$ cat src/hw/dcc_consts.vh
// Constants for the DAC clock and input port configuration block.
//
// Summary of operation
// PLL enable set: sample clock is data rate; clear: it is DAC rate.
// Derive synchronised 1x, 2x, 4x and 8x internal clock strobes.
// Lock shows on the lock pin and in a read-only status bit.
// PLL on: VCO ratio is interpolation rate times prescaler 1, 2, 4 or 8.
// Zero stuffing doubles the VCO ratio once more.
// Source keeps its data rate inside the allowed range, at most 160 MSPS.
// Sleep turns off only converter currents; clearing it resumes at once.
// Power-down stops all logic except the register port.
// After power-down the controller waits for the filters to flush; this block has no such wait and restarts when the power-down bit clears.
// Two-port mode captures both ports on each data clock rising edge.
// PLL off: output-select clear sends data clock to lock pin, else readback pin.
// PLL on: lock-or-clock picks lock or data clock; pin chosen as with PLL off.
// One-port: port two bit 14 is channel select, bit 15 word clock out.
// One-port: each word goes to the channel named by channel select.
// One-port word clock runs at twice the per-channel rate.
// Select low loads in-phase, high quadrature, unless the invert bit swaps.
// PLL off: data clock is sample clock over interpolation, halved for stuffing.
// PLL on, two-port: data clock equals sample clock frequency.
// Lock reads high only while locked, low when acquiring or disabled.
`ifndef DCC_CONSTS_VH
`define DCC_CONSTS_VH

// Register byte offsets.
`define DCC_ADDR_CTRL 8'h00
`define DCC_ADDR_STATUS 8'h04
`define DCC_ADDR_INT_STATUS 8'h08
`define DCC_ADDR_INT_MASK 8'h0c

// Control register fields.
`define DCC_CTRL_W 13
`define DCC_CTRL_RST 13'h0000
`define DCC_CTRL_PLL_EN 0
`define DCC_CTRL_INTERP_LSB 1
`define DCC_CTRL_PRESC_LSB 3
`define DCC_CTRL_ZERO_STUFF 5
`define DCC_CTRL_ONE_PORT 6
`define DCC_CTRL_SEL_INVERT 7
`define DCC_CTRL_Q_FIRST 8
`define DCC_CTRL_CLK_TO_READBACK 9
`define DCC_CTRL_LOCK_OR_CLOCK 10
`define DCC_CTRL_SLEEP 11
`define DCC_CTRL_POWER_DOWN 12
`define DCC_CTRL_PLL_FIELDS 6

// Status register fields.
`define DCC_STAT_LOCK 0
`define DCC_STAT_RATIO_LSB 8

// Interrupt status and mask fields.
`define DCC_INT_W 2
`define DCC_INT_RST 2'h0
`define DCC_INT_LOCK_GAIN 0
`define DCC_INT_LOCK_LOSS 1

// Sample clock rising edges counted before lock is declared.
`define DCC_LOCK_EDGES 16'h0100

// Bus encodings.
`define DCC_HTRANS_NONSEQ_BIT 1

`endif

$ cat src/hw/dcc_one_port_demux.v
// Splits the interleaved one-port stream into in-phase and quadrature pairs.
`timescale 1ns/100ps
module dcc_one_port_demux (
  input wire mclk,
  input wire rst,
  input wire flush,
  input wire capture,
  input wire [15:0] word_in,
  input wire channel_select_in,
  input wire sel_invert,
  input wire q_first,
  output reg [15:0] i_word_q,
  output reg [15:0] q_word_q,
  output reg pair_valid_q
);

  reg [15:0] held_q;
  wire to_q;

  // Select low means in-phase, high quadrature; the invert bit swaps them.
  assign to_q = channel_select_in ^ sel_invert;

  // The first word of a pair is held; the second completes and releases the pair.
  always @(posedge mclk or posedge rst) begin
    if (rst) begin
      held_q <= 16'h0000;
      i_word_q <= 16'h0000;
      q_word_q <= 16'h0000;
      pair_valid_q <= 1'b0;
    end else if (flush) begin
      held_q <= 16'h0000;
      pair_valid_q <= 1'b0;
    end else if (capture) begin
      if (to_q == q_first) begin
        held_q <= word_in;
        pair_valid_q <= 1'b0;
      end else begin
        i_word_q <= to_q ? held_q : word_in;
        q_word_q <= to_q ? word_in : held_q;
        pair_valid_q <= 1'b1;
      end
    end else begin
      pair_valid_q <= 1'b0;
    end
  end

endmodule

$ cat src/hw/dcc_rate_divider.v
// Rate divider that builds a clock level from sample clock half periods.
`timescale 1ns/100ps
module dcc_rate_divider (
  input wire mclk,
  input wire rst,
  input wire flush,
  input wire half_tick,
  input wire [4:0] half_count,
  output reg clk_q,
  output reg rise_q
);

  reg [4:0] cnt_q;

  // Toggle every half_count half periods; a zero count copies each half tick as a pulse.
  always @(posedge mclk or posedge rst) begin
    if (rst) begin
      cnt_q <= 5'h00;
      clk_q <= 1'b0;
      rise_q <= 1'b0;
    end else if (flush) begin
      cnt_q <= 5'h00;
      clk_q <= 1'b0;
      rise_q <= 1'b0;
    end else if (half_count == 5'h00) begin
      clk_q <= half_tick;
      rise_q <= half_tick & ~clk_q;
    end else if (half_tick) begin
      if (cnt_q + 5'h01 >= half_count) begin
        cnt_q <= 5'h00;
        clk_q <= ~clk_q;
        rise_q <= ~clk_q;
      end else begin
        cnt_q <= cnt_q + 5'h01;
        rise_q <= 1'b0;
      end
    end else begin
      rise_q <= 1'b0;
    end
  end

endmodule

$ cat src/hw/dcc_top.v
// Clock mode control and input port configuration for a dual interpolating DAC.
//
// Added by the designer: the AHB-Lite register port and the address map.
`timescale 1ns/100ps
`include "dcc_consts.vh"
module dcc_top #(
  parameter [15:0] LOCK_EDGES = `DCC_LOCK_EDGES
) (
  input wire mclk,
  input wire rst,
  input wire hsel,
  input wire [31:0] haddr,
  input wire [1:0] htrans,
  input wire hwrite,
  input wire [2:0] hsize,
  input wire [31:0] hwdata,
  input wire hready,
  output reg [31:0] hrdata,
  output reg hreadyout,
  output reg hresp,
  output reg irq,
  input wire sample_clock_input,
  input wire [15:0] port1_in,
  input wire [15:0] port2_in,
  output reg lock_clock_pin,
  output reg serial_readback_pin,
  output reg serial_readback_oe_n,
  output reg second_port_bit_fifteen,
  output reg second_port_bit_fifteen_oe_n,
  output reg [15:0] i_word,
  output reg [15:0] q_word,
  output reg word_valid,
  output reg [3:0] rate_strobe,
  output reg dac_output_on,
  output reg digital_active
);

  // ****************************************************************
  // Helper functions
  // ****************************************************************

  // Half periods of the sample clock per data clock half period when the PLL is off.
  function [4:0] half_count;
    input [1:0] interp_sel;
    input zero_stuff;
    begin
      half_count = (5'h01 << interp_sel) << zero_stuff;
    end
  endfunction

  // VCO multiple of the input data rate: interpolation times prescaler, doubled for stuffing.
  function [7:0] vco_ratio;
    input [1:0] interp_sel;
    input [1:0] presc_sel;
    input zero_stuff;
    begin
      vco_ratio = ((8'h01 << interp_sel) << presc_sel) << zero_stuff;
    end
  endfunction

  // ****************************************************************
  // Register file and bus slave
  // ****************************************************************

  reg [`DCC_CTRL_W-1:0] ctrl_q;
  reg [`DCC_INT_W-1:0] int_stat_q;
  reg [`DCC_INT_W-1:0] int_mask_q;
  reg wr_pend_q;
  reg rd_pend_q;
  reg [7:0] addr_q;
  reg locked_q;
  reg lock_prev_q;
  reg [31:0] rd_mux;

  wire take;
  wire wr_ctrl;
  wire wr_int_stat;
  wire wr_int_mask;
  wire relock;
  wire [`DCC_INT_W-1:0] int_event;

  // Control field decode.
  wire pll_en = ctrl_q[`DCC_CTRL_PLL_EN];
  wire [1:0] interp_sel = ctrl_q[`DCC_CTRL_INTERP_LSB+1:`DCC_CTRL_INTERP_LSB];
  wire [1:0] presc_sel = ctrl_q[`DCC_CTRL_PRESC_LSB+1:`DCC_CTRL_PRESC_LSB];
  wire zero_stuff = ctrl_q[`DCC_CTRL_ZERO_STUFF];
  wire one_port = ctrl_q[`DCC_CTRL_ONE_PORT];
  wire sel_invert = ctrl_q[`DCC_CTRL_SEL_INVERT];
  wire q_first = ctrl_q[`DCC_CTRL_Q_FIRST];
  wire clk_to_readback = ctrl_q[`DCC_CTRL_CLK_TO_READBACK];
  wire lock_or_clock = ctrl_q[`DCC_CTRL_LOCK_OR_CLOCK];
  wire sleep = ctrl_q[`DCC_CTRL_SLEEP];
  wire power_down = ctrl_q[`DCC_CTRL_POWER_DOWN];

  // An address phase is taken when selected, ready and a transfer is requested.
  assign take = hsel & hready & htrans[`DCC_HTRANS_NONSEQ_BIT];
  assign wr_ctrl = wr_pend_q & (addr_q == `DCC_ADDR_CTRL);
  assign wr_int_stat = wr_pend_q & (addr_q == `DCC_ADDR_INT_STATUS);
  assign wr_int_mask = wr_pend_q & (addr_q == `DCC_ADDR_INT_MASK);

  // Any change of the clock mode fields restarts lock acquisition.
  assign relock = wr_ctrl & (hwdata[`DCC_CTRL_PLL_FIELDS-1:0] != ctrl_q[`DCC_CTRL_PLL_FIELDS-1:0]);

  // Lock events seen one cycle after the lock flag moves.
  assign int_event[`DCC_INT_LOCK_GAIN] = locked_q & ~lock_prev_q;
  assign int_event[`DCC_INT_LOCK_LOSS] = ~locked_q & lock_prev_q;

  // Read data selection; unmapped offsets read as zero.
  always @* begin
    rd_mux = 32'h0000_0000;
    case (addr_q)
      `DCC_ADDR_CTRL: begin
        rd_mux[`DCC_CTRL_W-1:0] = ctrl_q;
      end
      `DCC_ADDR_STATUS: begin
        rd_mux[`DCC_STAT_LOCK] = locked_q;
        if (pll_en) begin
          rd_mux[`DCC_STAT_RATIO_LSB+7:`DCC_STAT_RATIO_LSB] = vco_ratio(interp_sel, presc_sel, zero_stuff);
        end
      end
      `DCC_ADDR_INT_STATUS: begin
        rd_mux[`DCC_INT_W-1:0] = int_stat_q;
      end
      `DCC_ADDR_INT_MASK: begin
        rd_mux[`DCC_INT_W-1:0] = int_mask_q;
      end
      default: begin
        rd_mux = 32'h0000_0000;
      end
    endcase
  end

  // Writes complete with no wait state; reads insert one wait state so data comes from a flop.
  always @(posedge mclk or posedge rst) begin
    if (rst) begin
      wr_pend_q <= 1'b0;
      rd_pend_q <= 1'b0;
      addr_q <= 8'h00;
      hrdata <= 32'h0000_0000;
      hreadyout <= 1'b1;
      hresp <= 1'b0;
    end else begin
      hresp <= 1'b0;
      if (rd_pend_q) begin
        rd_pend_q <= 1'b0;
        hrdata <= rd_mux;
        hreadyout <= 1'b1;
      end
      if (take) begin
        addr_q <= haddr[7:0];
        wr_pend_q <= hwrite;
        rd_pend_q <= ~hwrite;
        hreadyout <= hwrite;
      end else begin
        wr_pend_q <= 1'b0;
      end
    end
  end

  // Software registers; power-down leaves this port fully usable.
  always @(posedge mclk or posedge rst) begin
    if (rst) begin
      ctrl_q <= `DCC_CTRL_RST;
      int_mask_q <= `DCC_INT_RST;
      int_stat_q <= `DCC_INT_RST;
      irq <= 1'b0;
    end else begin
      if (wr_ctrl) begin
        ctrl_q <= hwdata[`DCC_CTRL_W-1:0];
      end
      if (wr_int_mask) begin
        int_mask_q <= hwdata[`DCC_INT_W-1:0];
      end
      // A new event wins over a write-one clear in the same cycle.
      int_stat_q <= (int_stat_q & ~(wr_int_stat ? hwdata[`DCC_INT_W-1:0] : `DCC_INT_RST)) | int_event;
      irq <= |(int_stat_q & int_mask_q);
    end
  end

  // ****************************************************************
  // Sample clock edges and lock tracking
  // ****************************************************************

  reg samp_prev_q;
  reg [15:0] lock_cnt_q;
  wire samp_rise;
  wire samp_half;

  // The sample clock input is sampled as a synchronous level.
  assign samp_rise = sample_clock_input & ~samp_prev_q;
  assign samp_half = sample_clock_input ^ samp_prev_q;

  // Lock is declared after a run of sample edges and drops when disabled or retuned.
  always @(posedge mclk or posedge rst) begin
    if (rst) begin
      samp_prev_q <= 1'b0;
      lock_cnt_q <= 16'h0000;
      locked_q <= 1'b0;
      lock_prev_q <= 1'b0;
    end else begin
      samp_prev_q <= sample_clock_input;
      lock_prev_q <= locked_q;
      if (power_down | ~pll_en | relock) begin
        lock_cnt_q <= 16'h0000;
        locked_q <= 1'b0;
      end else if (samp_rise & ~locked_q) begin
        if (lock_cnt_q == LOCK_EDGES - 16'h0001) begin
          locked_q <= 1'b1;
        end else begin
          lock_cnt_q <= lock_cnt_q + 16'h0001;
        end
      end
    end
  end

  // ****************************************************************
  // Internal rate strobes
  // ****************************************************************

  reg [2:0] phase_q;

  // Strobes at 8x, 4x, 2x and 1x of the base rate, all aligned to one phase counter.
  always @(posedge mclk or posedge rst) begin
    if (rst) begin
      phase_q <= 3'h0;
      rate_strobe <= 4'h0;
    end else if (power_down | relock) begin
      phase_q <= 3'h0;
      rate_strobe <= 4'h0;
    end else if (samp_rise) begin
      phase_q <= phase_q + 3'h1;
      rate_strobe[3] <= 1'b1;
      rate_strobe[2] <= ~phase_q[0];
      rate_strobe[1] <= (phase_q[1:0] == 2'h0);
      rate_strobe[0] <= (phase_q == 3'h0);
    end else begin
      rate_strobe <= 4'h0;
    end
  end

  // ****************************************************************
  // Data rate clock and interleaved word clock
  // ****************************************************************

  wire dclk_lvl;
  wire dclk_rise;
  wire wclk_lvl;
  wire wclk_rise;
  wire div_flush;
  wire [4:0] data_half;
  wire [4:0] word_half;

  assign div_flush = power_down | wr_ctrl;

  // PLL on: data clock follows the sample clock; off: divided down from the DAC rate.
  assign data_half = pll_en ? 5'h01 : half_count(interp_sel, zero_stuff);

  // The word clock runs twice as fast as the per-channel clock.
  assign word_half = pll_en ? 5'h00 : (half_count(interp_sel, zero_stuff) >> 1);

  dcc_rate_divider u_data_div (
    .mclk(mclk),
    .rst(rst),
    .flush(div_flush),
    .half_tick(samp_half),
    .half_count(data_half),
    .clk_q(dclk_lvl),
    .rise_q(dclk_rise)
  );

  dcc_rate_divider u_word_div (
    .mclk(mclk),
    .rst(rst),
    .flush(div_flush | ~one_port),
    .half_tick(samp_half),
    .half_count(word_half),
    .clk_q(wclk_lvl),
    .rise_q(wclk_rise)
  );

  // ****************************************************************
  // Input capture
  // ****************************************************************

  wire [15:0] op_i;
  wire [15:0] op_q;
  wire op_valid;
  wire second_port_bit_fourteen;

  // In one-port mode bit 14 of port two is the channel select input.
  assign second_port_bit_fourteen = port2_in[14];

  dcc_one_port_demux u_demux (
    .mclk(mclk),
    .rst(rst),
    .flush(div_flush | ~one_port),
    .capture(wclk_rise),
    .word_in(port1_in),
    .channel_select_in(second_port_bit_fourteen),
    .sel_invert(sel_invert),
    .q_first(q_first),
    .i_word_q(op_i),
    .q_word_q(op_q),
    .pair_valid_q(op_valid)
  );

  // Two-port words are taken on each data clock rise; one-port pairs come from the splitter.
  always @(posedge mclk or posedge rst) begin
    if (rst) begin
      i_word <= 16'h0000;
      q_word <= 16'h0000;
      word_valid <= 1'b0;
    end else if (power_down) begin
      i_word <= 16'h0000;
      q_word <= 16'h0000;
      word_valid <= 1'b0;
    end else if (one_port) begin
      if (op_valid) begin
        i_word <= op_i;
        q_word <= op_q;
      end
      word_valid <= op_valid;
    end else begin
      if (dclk_rise) begin
        i_word <= port1_in;
        q_word <= port2_in;
      end
      word_valid <= dclk_rise;
    end
  end

  // ****************************************************************
  // Pin steering and power states
  // ****************************************************************

  wire pin_src;

  // PLL on picks lock or data clock; PLL off always offers the data clock.
  assign pin_src = (pll_en & ~lock_or_clock) ? locked_q : dclk_lvl;

  // The select bit sends the chosen signal to the lock pin or the readback pin.
  always @(posedge mclk or posedge rst) begin
    if (rst) begin
      lock_clock_pin <= 1'b0;
      serial_readback_pin <= 1'b0;
      serial_readback_oe_n <= 1'b1;
      second_port_bit_fifteen <= 1'b0;
      second_port_bit_fifteen_oe_n <= 1'b1;
      dac_output_on <= 1'b0;
      digital_active <= 1'b0;
    end else begin
      lock_clock_pin <= ~power_down & ~clk_to_readback & pin_src;
      serial_readback_pin <= ~power_down & clk_to_readback & pin_src;
      serial_readback_oe_n <= ~clk_to_readback;
      second_port_bit_fifteen <= ~power_down & one_port & wclk_lvl;
      second_port_bit_fifteen_oe_n <= ~one_port;
      dac_output_on <= ~sleep & ~power_down;
      digital_active <= ~power_down;
    end
  end

endmodule

$ cat config.mk
export PLATFORM = sky130hd
export DESIGN_NAME = dcc_top
export DESIGN_NICKNAME = d
export VERILOG_FILES = /design/src/hw/dcc_one_port_demux.v /design/src/hw/dcc_rate_divider.v /design/src/hw/dcc_top.v
export VERILOG_INCLUDE_DIRS = /design/src /design/src/hw
export SDC_FILE = /design/constraint.sdc
export NUM_CORES = 1
export LEC_CHECK = 0
export BUFFER_PORTS_ARGS = -buffer_cell sky130_fd_sc_hd__clkbuf_2
export CAP_MARGIN = 0
export CORE_MARGIN = 2
export CORE_UTILIZATION = 45
export DETAILED_ROUTE_END_ITERATION = 6
export PLACE_DENSITY_LB_ADDON = 0.08
export SLEW_MARGIN = 20
export SYNTH_ARGS = -nofsm -noshare
export SYNTH_HDL_FRONTEND = slang
export SYNTH_HIERARCHICAL = 1
export SYNTH_SLANG_ARGS = --single-unit
$ cat constraint.sdc
create_clock -name mclk -period 4.3 [get_ports mclk]
set_input_delay 0.215 -clock mclk [delete_from_list [all_inputs] [get_ports mclk]]
set_output_delay 0.215 -clock mclk [all_outputs]
set_load 0.02 [all_outputs]
---- Word level (Yosys, flattened, before mapping) ----
Cells that the tools add are included.
storage, ports and cells
  word-level logic and storage cells ...... 196
  memories kept ........................... 0
  input bits .............................. 107
  bits in latches ......................... 0
  bits in registers ....................... 174
  output and inout port bits .............. 79
  ROM bits ................................ 0
  RAM bits ................................ 0
operators by class
  multiplexer cells ....................... 66
  shift operators ......................... 5
  equal/unequal tests ..................... 10
  bitwise operators ....................... 46
  magnitude comparators ................... 2
  multiply operators ...................... 0
  reduce and logical (&&, ||, !) cells .... 28
  $add $sub $neg .......................... 4
  div/mod/pow operators ................... 0
operators by type and width
  operator               count
  $mux 16                16
  $mux 5                 9
  $mux 1                 29
  $and 1x1->1            20
  $add 16x1->16 const B  1
  $eq 16x8->1 const B    1
  $eq 8x4->1 const B     2
  $reduce_and 2->1       8
  $reduce_bool 2->1      8
  $not 1->1              15
  $reduce_bool 3->1      5
  $mux 4                 3
  $add 5x1->5 const B    2
  $logic_not 5->1        2
  $pmux 5 s2             1
  $mux 3                 3
  $eq 8x3->1 const B     1
  $logic_not 8->1        1
  $mux 8                 1
  $shl 1x2->8 const A    1
  $shl 8x1->8            1
  $shl 8x2->8            1
  $mux 6                 1
  $ne 6x6->1             1
  21 further kinds       28

---- Longest topological paths before layout ----
Gate-level depths: netlist of the first run.
  depth after elaboration ................. 8
  mapped depth ............................ 13
  depth with buffers taken out ............ 11

---- Hierarchy ----
The synthesis of the first run kept the hierarchy.
modules (own cells, without submodules)
  module              instances  area an instance (um2)  seq. area each (um2)  cells an instance
  dcc_top             1          5405.2                  2781.4                512
  dcc_one_port_demux  1          2443.6                  1226.2                177
  dcc_rate_divider    2          503.0                   175.2                 50

---- Worst setup path before layout of the first run ----
No wires, ideal clock.
  path type ............................... register to register
  from .................................... register ctrl_q[5]
  to ...................................... register u_data_div.clk_q
  cell stages (with the launch flop) ...... 12
  clock period less this slack ............ 2615 ps
  path buffers ............................ 2
  library setup time ...................... 82 ps
  required time ........................... 4218 ps
  path slack .............................. 1685 ps
  data arrival time ....................... 2533 ps
  path through ............................ dfrtp_1 clkbuf_1 clkbuf_1 xnor2_1 nor3_1 inv_1 ha_1 nand2_1 o21ai_1 a31oi_1 or3b_1 a31oi_1
on the way
  cells in the longest elaborated chain, start to end .. 5
  elaborated cells on any way between the ends .. 9
  classes of those cells .................. order compare (1); shift (1); mux (3); reduce/logical (4)
ends and longest elaborated chain
  item                                                          RTL line                                      RTL
  start: declaration                                            dcc_top.v:65                                  reg [`DCC_CTRL_W-1:0] ctrl_q;
  start signal: assignment                                      dcc_top.v:163                                 ctrl_q <= `DCC_CTRL_RST;
  start signal: assignment                                      dcc_top.v:169                                 ctrl_q <= hwdata[`DCC_CTRL_W-1:0];
  $shl 5x1->5 *                                                 dcc_top.v:47                                  half_count = (5'h01 << interp_sel) << zero_stuff;
  $mux 5 *                                                      dcc_top.v:256                                 assign data_half = pll_en ? 5'h01 : half_count(interp_sel, zero_stuff);
  net data_half[1]                                              dcc_top.v:250                                 wire [4:0] data_half;
  $ge 5x5->1 / $logic_not 5->1 (equally long branches)          dcc_rate_divider.v:29, dcc_rate_divider.v:25
  $reduce_bool 3->1 (no line) / $mux 1 (equally long branches)  -
  $reduce_and 2->1 (no line) / $mux 1 (equally long branches)   -
  end signal: assignment                                        dcc_rate_divider.v:26                         clk_q <= half_tick;
  end signal: assignment                                        dcc_rate_divider.v:31                         clk_q <= ~clk_q;
  end: declaration                                              dcc_rate_divider.v:9                          output reg clk_q,
The timed path passes the listed nets; every way through them passes the cells marked *.
A chain may end at the register's enable or synchronous reset.

---- Worst setup path after layout of the first run ----
  from .................................... register addr_q[5]
  to ...................................... register u_demux.q_word_q[4]
on the way
  cells in the longest elaborated chain, start to end .. 6
ends and longest elaborated chain
  item                        RTL line                 RTL
  start: declaration          dcc_top.v:70             reg [7:0] addr_q;
  start signal: assignment    dcc_top.v:150            addr_q <= haddr[7:0];
  $logic_not 8->1             -
  $and 1x1->1                 dcc_top.v:97             assign wr_ctrl = wr_pend_q & (addr_q == `DCC_ADDR_CTRL);
  $or 1x1->1                  dcc_top.v:253            assign div_flush = power_down | wr_ctrl;
  $or 1x1->1                  dcc_top.v:296            .flush(div_flush | ~one_port),
  $not 1->1 (no line)         -
  $reduce_and 3->1 (no line)  -
  end signal: assignment      dcc_one_port_demux.v:39  q_word_q <= to_q ? word_in : held_q;
  end: declaration            dcc_one_port_demux.v:13  output reg [15:0] q_word_q,
No other way between the ends.

==> out/qor.txt, run 1 <==
Sw Ratio: 28.65%
final setup vio count: 0
total CTS buffers: 17
Slowest-stage cell, CP: or4_4
Crit path largest cell delay: 0.57 ns
Ant. Diodes: 0
Seq pwr share: 46.8%
crit path buf inv count: 3
port bufs: 121
Global Route Usage Sum: 19.94%
CTS tree: built
core region area: 19400 µm²
vias in the first global route: 6215
first-pass GRT wire length: 32550 µm
Pre-antenna DRT Iters: 4
via/cell ratio: 5.301
share of Yosys cell area claimed by the top area cell type: 48.33%
Multi-input gate area: 4131 µm²
post-synthesis sequential area ratio: 49.22%
PD cells: 396.9 nW/µm²
RSZ-0062 raised after global routing: false
worst skew pair latency: 0.44 ns
Mapped Avg Cell Area: 11.22 µm²
top-count cell post-synth: dfrtp_1
final hold vios: 0
synth cell count leaders: 171 x dfrtp_1, 80 x mux2_2, 63 x nand2_1, 51 x mux2i_1, 44 x o21ai_0
Most used DFF post-synth: dfrtp_1
hold crit path type: in2reg
min setup slack post-route: 1.314 ns
P_sw: 0.001161 W
setup_tns: 0 ns
Die Wd: 144.3 µm
crit-path cells: or4_4, or4b_1, buf_4, nand3_1, buf_4, nor3b_4, buf_4, mux2_2
Ys Warns: 6
Hold-fix buffers, CTS: 6
Resize count post-CTS: 0
Gate power share: 17.0%
Post-Syn Instances: 789
htree depth: 4
starting density of the core: 45.65%
# DRC: 0
post-DP HPWL: 13720 µm
WP data arrival: 3.29 ns
mapped cell area: 8855 µm²
First DRT Iteration DRCs: 316
Post-synth EDFFs: 0
P_leak: 4.830 nW
status: completed
Setup Fix Bufs, Post-CTS: 0
Storage cell area: 4359 µm²
Critical Path RT: 4.60 ns
chip height: 144.3 µm
leading area contributor after synthesis: dfrtp_1
Max Slew Vio Count: 0
WL final: 19820 µm
cell mode on critical path: buf_4
VDD IR max: 0.2754 mV
Final nets: 1022
largest cells by area after synthesis: dfrtp_1 48%, mux2_2 10%, mux2i_1 5.8%
initial antenna violation count: 0
Worst Setup Start Kind: register
FFs w/ async S/R, synth: 100.0%
clk buf depth: 2
Avg WL per Cell: 16.84 µm
DR vias: 6239
fmax: 334.9 MHz
layout cells sized above 1: 30.15%
Clock Power Share: 36.2%
IO Count: 186
Final min period: 2.986 ns
MaxCap Viol Count: 0
Setup CP Type: reg2reg
slew margin rel.: 23.81%
Tcrit/Tclk final: 69.43%
Critical path origin: addr_q[5]$_DFFE_PP0P_
P&R area growth vs syn: 15.25%
Clock Sinks: 174
P_int: 0.002890 W
Root Buffer: clkbuf_16
CP max FO: 36
grt ovf: 0
Core Util, Final: 52.61%
Setup crit end kind: register
GPL Wtd Cong: 0.8118
clock skew: 0.02353 ns
row count: 51
post-route ant nets: 0
CP top delay family: simple AND/OR/NAND/NOR gates
slew at the pin closest to its max-slew limit: 1.137 ns
Reg clk slew, reported paths: 0.07 ns
post-place setup slack: 1.327 ns
reg2reg start: addr_q[5]$_DFFE_PP0P_
die area: 20820 µm²
min-delay src: haddr[7]
fillers: 1799
Synth cell types: 65
largest net degree at the start of global routing: 91
Yosys reg bits: 174
[power by group through the flow]
stage | Combinational, W | Sequential (W) | Clock [W]
3_3_place_gp | 0.000670 | 0.00192 | 0
6_report | 0.000688 | 0.00190 | 0.00147
3_5_place_dp | 0.000690 | 0.00193 | 0
2_1_floorplan | 0.000509 | 0.00191 | 0
5_1_grt | 0.000763 | 0.00192 | 0.00157
4_1_cts | 0.000698 | 0.00190 | 0.00150
[logic make-up (layout without fill, tap and decap cells)]
group	after synthesis	count (layout)	share of synthesized area [%]
flops	174	174	49.22
xor+xnor	20	20	2.134
fa+ha+maj	16	16	2.261
buf+inv	87	192	5.129
compound gates	118	118	8.888
other cells	1	19	0.04235
mux	140	140	17.55
simple gates	233	233	14.78
[metal layers]
metal | part of all wire (%) | track usage, % | routed length [µm] | vias to the layer above
li1 | - | - | - | 2994
met1 | 47 | 27.45 | 9243 | 3105
met2 | 49 | 32.88 | 9694 | 127
met3 | 3.6 | 3.013 | 717 | 13
met4 | 0.83 | 5.825 | 165 | 0
met5 | 0 | 0 | 0 | -
[area by class of cell]
type	instances	share of cell area [%]
clock buffers	21	4.708
clock inverters	11	0.8215
inverters	27	1.054
multi-input cells	546	40.49
flip-flops and latches	174	42.72
well taps	265	3.249
repair buffers	133	6.964
[placed cells by master (no fill, tap or decap), types with 7 or more instances in the layout]
cell       netlist  routed
a21oi_1         11      11
a211oi_1        11      11
nor4_1          10       9
ha_1            16      16
o21ai_0         44      44
nand3_1         21      21
nor3_1          13      13
or2_2            7       7
mux2_4           8       8
o2bb2ai_1       10      10
or3_1            7       7
xor2_1           9       8
mux2_2          80      80
dfrtp_1        171     170
nand2_1         63      63
inv_1           27      25
clkbuf_2         0     121
nor2b_1         13      13
nand2b_1        37      37
mux2i_1         51      51
clkbuf_16        0      17
nor2_1          19      19
a31oi_1         10      10
conb_1           1      19
xnor2_1         10       9
[worst register-to-register path: stages (launching register included)]
cell     delay [ns]
dfrtp_1        0.38
or4_4          0.57
or4b_1         0.48
buf_4          0.25
nand3_1        0.13
buf_4          0.31
nor3b_4        0.14
buf_4          0.27
mux2_2         0.33
[path summary, 6_finish.rpt]
check | slack (ns) | depth (start not counted) | end
worst max-delay path | 1.31 | 8 | u_demux/q_word_q[4]$_DFFE_PP0P_
worst min-delay path | 0.009 | 2 | addr_q[7]$_DFFE_PP0P_
worst max register to register | 1.31 | 8 | u_demux/q_word_q[4]$_DFFE_PP0P_
worst min register to register | 0.45 | 1 | rate_strobe[0]$_DFF_PP0_
max in group asynchronous | 2.88 | 4 | second_port_bit_fifteen_oe_n$_DFF_PP1_
min in group asynchronous | 0.36 | 3 | u_data_div/cnt_q[1]$_DFFE_PP0P_
[registers in the layout, indices dropped and copies added (netlist names), 2 cells and up]
signal / count
addr_q: 8
ctrl_q: 13
hrdata: 16
i_word: 16
int_mask_q: 2
int_stat_q: 2
lock_cnt_q: 16
phase_q: 3
q_word: 16
rate_strobe: 4
u_data_div/cnt_q: 5
u_demux/held_q: 16
u_demux/i_word_q: 16
u_demux/q_word_q: 16
u_word_div/cnt_q: 5
[through the flow]
step           total power, W  std cells  cell area [µm²]  hold slack, ns
6_report             0.004051       1177            10200        0.008866
5_1_grt              0.004253       1177            10200        0.006807
4_1_cts              0.004094       1177            10200        0.002893
3_5_place_dp         0.002621       1139             9577          0.2466
3_3_place_gp         0.002594       1139             9570          0.2455
2_1_floorplan        0.002417        807             8922         0.01840
Power figures use the tool's default switching activity.
==> inputs of run 2 (changes only) <==
Settings changed: ABC_AREA from default to 1.
Clock period 4.3 ns to 2.6 ns, I/O delays scaled along.
==> out/qor.txt, run 2 <==
Critical path origin: ctrl_q[5]$_DFFE_PP0P_
Stages on worst setup path: 12
slew at the pin closest to its max-slew limit: 0.8137 ns
MaxCap Viol Count: 0
Setup CP Type: reg2reg
Reg2Reg Depth: 12
Root Buffer: clkbuf_16
fraction of the mapped netlist area in simple logic gates: 32.28%
min setup slack post-route: 0.2481 ns
Synth cell types: 43
VDD IR max: 0.6013 mV
Avg WL per Cell: 14.98 µm
largest net degree at the start of global routing: 59
largest cells by area after synthesis: dfrtp_1 46%, nand2_1 15%, nand3_1 6.1%
htree depth: 4
initial antenna violation count: 1
reg2reg setup slack: 0.25 ns
Post-Syn Instances: 1160
Max Slew Vio Count: 0
post-route ant nets: 0
grt ovf: 0
hold path depth: 3
WL final: 23920 µm
# DRC: 0
hold crit path type: in2reg
Final nets: 1435
CP max FO: 8
Final min period: 2.352 ns
DR vias: 7986
Post-synth EDFFs: 0
Slowest-stage cell, CP: dfrtp_1
RSZ-0062 raised after global routing: false
post-synthesis sequential area ratio: 46.85%
Yosys reg bits: 174
crit path buf inv count: 3
die area: 21840 µm²
first-pass GRT wire length: 39630 µm
final setup vio count: 0
Compound-Gate Fraction of Synth Area: 8.273%
synth cell count leaders: 368 x nand2_1, 171 x dfrtp_1, 114 x nand3_1, 111 x nor2_1, 102 x inv_1
final hold vios: 0
Most used DFF post-synth: dfrtp_1
Clock Sinks: 174
P_leak: 5.694 nW
Crit path largest cell delay: 0.47 ns
clock skew: 0.009452 ns
fmax: 425.2 MHz
crit-path cells: inv_2, nand2_1, o22ai_1, inv_1, ha_1, nand2_1, inv_1, a21oi_2, nand3_2, nor2_4, nand2_1, nand2_1
post-place setup slack: 0.2427 ns
Setup crit end kind: register
Tcrit/Tclk final: 90.46%
starting density of the core: 45.97%
worst skew pair latency: 0.43 ns
vias in the first global route: 7705
post-synthesis mux area share: 0%
row count: 52
Critical Path RT: 2.97 ns
WP data arrival: 2.72 ns
reg2reg start: ctrl_q[5]$_DFFE_PP0P_
clk buf depth: 2
post-DP HPWL: 16310 µm
Reg clk slew, reported paths: 0.07 ns
Pre-antenna DRT Iters: 5
commonest non-fill, non-tap cell in the layout: nand2_1
Mapped Avg Cell Area: 8.018 µm²
commonest cells after routing, fill and taps aside: 368 x nand2_1, 171 x dfrtp_1, 121 x clkbuf_2
CTS tree: built
PD cells: 902.3 nW/µm²
largest family of logic cells by synthesized area: simple AND/OR/NAND/NOR gates
CP top delay family: simple AND/OR/NAND/NOR gates
chip height: 147.8 µm
cell mode on critical path: nand2_1
IO Count: 186
leading area contributor after synthesis: dfrtp_1
slew margin rel.: 45.62%
FFs w/ async S/R, synth: 100.0%
Die Wd: 147.8 µm
layout cells sized above 1: 20.00%
Ys Warns: 6
xor and xnor area share after synthesis: 0.9416%
Global Route Usage Sum: 22.68%
top-count cell post-synth: nand2_1
Worst Setup Start Kind: register
First DRT Iteration DRCs: 461
mapped cell area: 9301 µm²
core region area: 20230 µm²
GPL Wtd Cong: 0.8330
port bufs: 121
setup_tns: 0 ns
post-synthesis adder-cell area fraction: 2.152%
share of Yosys cell area claimed by the top area cell type: 46.00%
status: completed
total CTS buffers: 17
P&R area growth vs syn: 19.09%
via/cell ratio: 5.004
min-delay src: port2_in[3]
[run 2: routing by layer]
metal	global-route usage (%)	wire length, µm	up-vias
met3	3.148	997	33
li1	-	-	3994
met4	7.500	543	0
met2	36.60	11260	193
met1	31.70	11110	3766
met5	0	0	-
[run 2: logic make-up after synthesis]
group           after synthesis
compound gates               99
xor+xnor                     10
fa+ha+maj                    16
buf+inv                     183
flops                       174
other cells                   1
simple gates                677
[run 2: worst register-to-register path, stage by stage (launching register included)]
cell	delay (ns)
dfrtp_1	0.47
inv_2	0.16
nand2_1	0.12
o22ai_1	0.43
inv_1	0.10
ha_1	0.30
nand2_1	0.08
inv_1	0.05
a21oi_2	0.16
nand3_2	0.13
nor2_4	0.16
nand2_1	0.06
nand2_1	0.06
[run 2: stage by stage]
stage	total power [W]	hold WS [ns]	util (%)	area, µm²	cells
finish	0.009995	0.01832	54.74	11080	1596
global route	0.01072	0.03344	54.74	11080	1596
CTS	0.01008	0.002218	54.70	11070	1595
detailed placement	0.007494	0.1564	49.64	10040	1517
global placement	0.007443	0.1531	49.64	10040	1517
floorplan	0.006578	-0.06660	-	9373	1178
[run 2: area by class of cell]
type,count,area (µm²)
Fill cell,1968,9158
Timing Repair Buffer,184,1231
Multi-Input combinational cell,821,4138
Clock buffer,18,429.2
Tap cell,270,337.8
Inverter,114,445.4
Antenna cell,1,2.502
Clock inverter,14,135.1
Sequential cell,174,4358
[run 2: what timing repair did]
action | in CTS | in global routing
hold endpoints to repair | 125 | 0
gates resized for setup | 0 | 1
buffers inserted | 0 | 0
setup endpoints to repair | 0 | 3
hold buffers | 46 | 0
[run 2: final timing paths]
path / to
hold reg to reg: dac_output_on$_DFF_PP0_
setup / recovery: u_data_div/cnt_q[3]$_DFFE_PP0P_
hold / removal: q_word[3]$_DFFE_PP0P_
setup reg to reg: u_data_div/cnt_q[3]$_DFFE_PP0P_
min in group asynchronous: u_word_div/cnt_q[4]$_DFFE_PP0P_
max in group asynchronous: serial_readback_oe_n$_DFF_PP1_
[run 2: power breakdown]
part | switching [W] | internal [W] | total, W
registers | 0.000513 | 0.00344 | 0.00395
clock network | 0.00115 | 0.00134 | 0.00249
logic | 0.00236 | 0.00119 | 0.00355
total | 0.00402 | 0.00597 | 0.0100
==> inputs of run 3 (changes only) <==
Settings changed: ABC_AREA 1 to 0.
==> out/qor.txt, run 3 (synthesis results as in run 1) <==
via/cell ratio: 5.294
WP data arrival: 2.78 ns
Global Route Usage Sum: 20.61%
Clock Sinks: 174
Final nets: 1078
row count: 51
largest net degree at the start of global routing: 90
Pre-antenna DRT Iters: 5
chip height: 144.3 µm
Core Util, Final: 55.90%
P_leak: 5.127 nW
final hold vios: 0
RSZ-0062 raised after global routing: false
MaxCap Viol Count: 0
PD cells: 654.8 nW/µm²
CP endpoint: u_demux/q_word_q[6]$_DFFE_PP0P_
Root Buffer: clkbuf_16
slew at the pin closest to its max-slew limit: 0.6762 ns
reg2reg start: addr_q[5]$_DFFE_PP0P_
vias in the first global route: 6485
starting density of the core: 45.65%
Setup crit end kind: register
CP max FO: 33
Worst Setup Start Kind: register
total CTS buffers: 17
GPL Wtd Cong: 0.8168
Max Slew Vio Count: 0
Ant. Diodes: 0
Setup CP Type: reg2reg
Critical path origin: addr_q[5]$_DFFE_PP0P_
layout cells sized above 1: 30.99%
clock skew: 0.01222 ns
Final min period: 2.473 ns
IO Count: 186
hold crit path type: in2reg
First DRT Iteration DRCs: 266
worst skew pair latency: 0.43 ns
Avg WL per Cell: 16.59 µm
fmax: 404.4 MHz
reg2reg setup slack: 0.13 ns
htree depth: 4
core region area: 19400 µm²
post-DP HPWL: 14140 µm
first-pass GRT wire length: 33240 µm
Reg2Reg Depth: 6
CTS tree: built
Die Wd: 144.3 µm
DR vias: 6527
initial antenna violation count: 0
Setup Fix Bufs, Post-CTS: 0
Reg clk slew, reported paths: 0.07 ns
grt ovf: 0
final setup vio count: 0
port bufs: 121
# DRC: 0
fillers: 1729
commonest non-fill, non-tap cell in the layout: dfrtp_1
status: completed
die area: 20820 µm²
setup_tns: 0 ns
Critical Path RT: 2.91 ns
clk buf depth: 2
slew margin rel.: 54.92%
P&R area growth vs syn: 22.45%
post-route ant nets: 0
WL final: 20450 µm
commonest cells after routing, fill and taps aside: 169 x dfrtp_1, 121 x clkbuf_2, 80 x mux2_2
r2r endpoint: u_demux/q_word_q[6]$_DFFE_PP0P_
VDD IR max: 0.4457 mV
Tcrit/Tclk final: 95.11%
==> run 3: timing repair <==
item                                   CTS  global route
setup endpoints to repair                0            21
endpoints found under the hold margin  187             0
gates resized for setup                  0             5
hold buffers                            40             0
==> run 3: per-layer routing <==
metal  global-route usage [%]  vias up  wire length, µm
li1                         -     3104                -
met1                    27.73     3265             9355
met2                    33.93      133            10050
met3                    3.808       25              685
met4                    6.643        0              358
met5                        0        -                0
==> run 3: critical path: stages (launching register included) <==
cell     delay (ns)
dfrtp_1        0.38
or4_4          0.58
or4b_1         0.53
nand3_1        0.27
nor3b_4        0.08
buf_12         0.18
mux2_2         0.30
==> run 3: layout make-up <==
cell class,instances,area [µm²],share of cell area [%]
inverter,27,105.1,0.9693
tap,265,331.6,3.058
clock inverter,12,183.9,1.696
multi-input combinational,546,4158,38.35
clock buffer,20,446.7,4.120
timing repair buffer,189,1257,11.60
sequential,174,4360,40.21
==> run 3: worst min-delay path by stage <==
stage	from	endpoint	slack, ns	cells past startpoint
6_report	port2_in[11]	q_word[11]$_DFFE_PP0P_	0.007	3
5_1_grt	hwdata[4]	ctrl_q[4]$_DFFE_PP0P_	0.007	2
4_1_cts	port2_in[13]	q_word[13]$_DFFE_PP0P_	0.0007	3
3_5_place_dp	rst	u_word_div/cnt_q[4]$_DFFE_PP0P_	0.16	2
3_3_place_gp	rst	u_word_div/cnt_q[4]$_DFFE_PP0P_	0.16	2
2_1_floorplan	rst	u_data_div/clk_q$_DFFE_PP0P_	-0.07	1
==> run 3: power breakdown <==
part           switching [W]  internal (W)
logic               0.000695      0.000592
clock network        0.00107       0.00164
registers           0.000158       0.00294
total                0.00192       0.00518
==> run 3: per-stage QoR <==
step	std cells	hold slack (ns)	power (W)	setup WS, ns	instance area (µm²)
after floorplan	807	-0.06660	0.003999	0.009290	8931
after global placement	1161	0.1560	0.004326	0.1406	9779
after detailed placement	1161	0.1578	0.004384	0.02597	9779
after CTS	1233	0.0007182	0.007171	0.006871	10810
after global routing	1233	0.007481	0.007435	0.006962	10840
final	1233	0.006813	0.007100	0.1272	10840
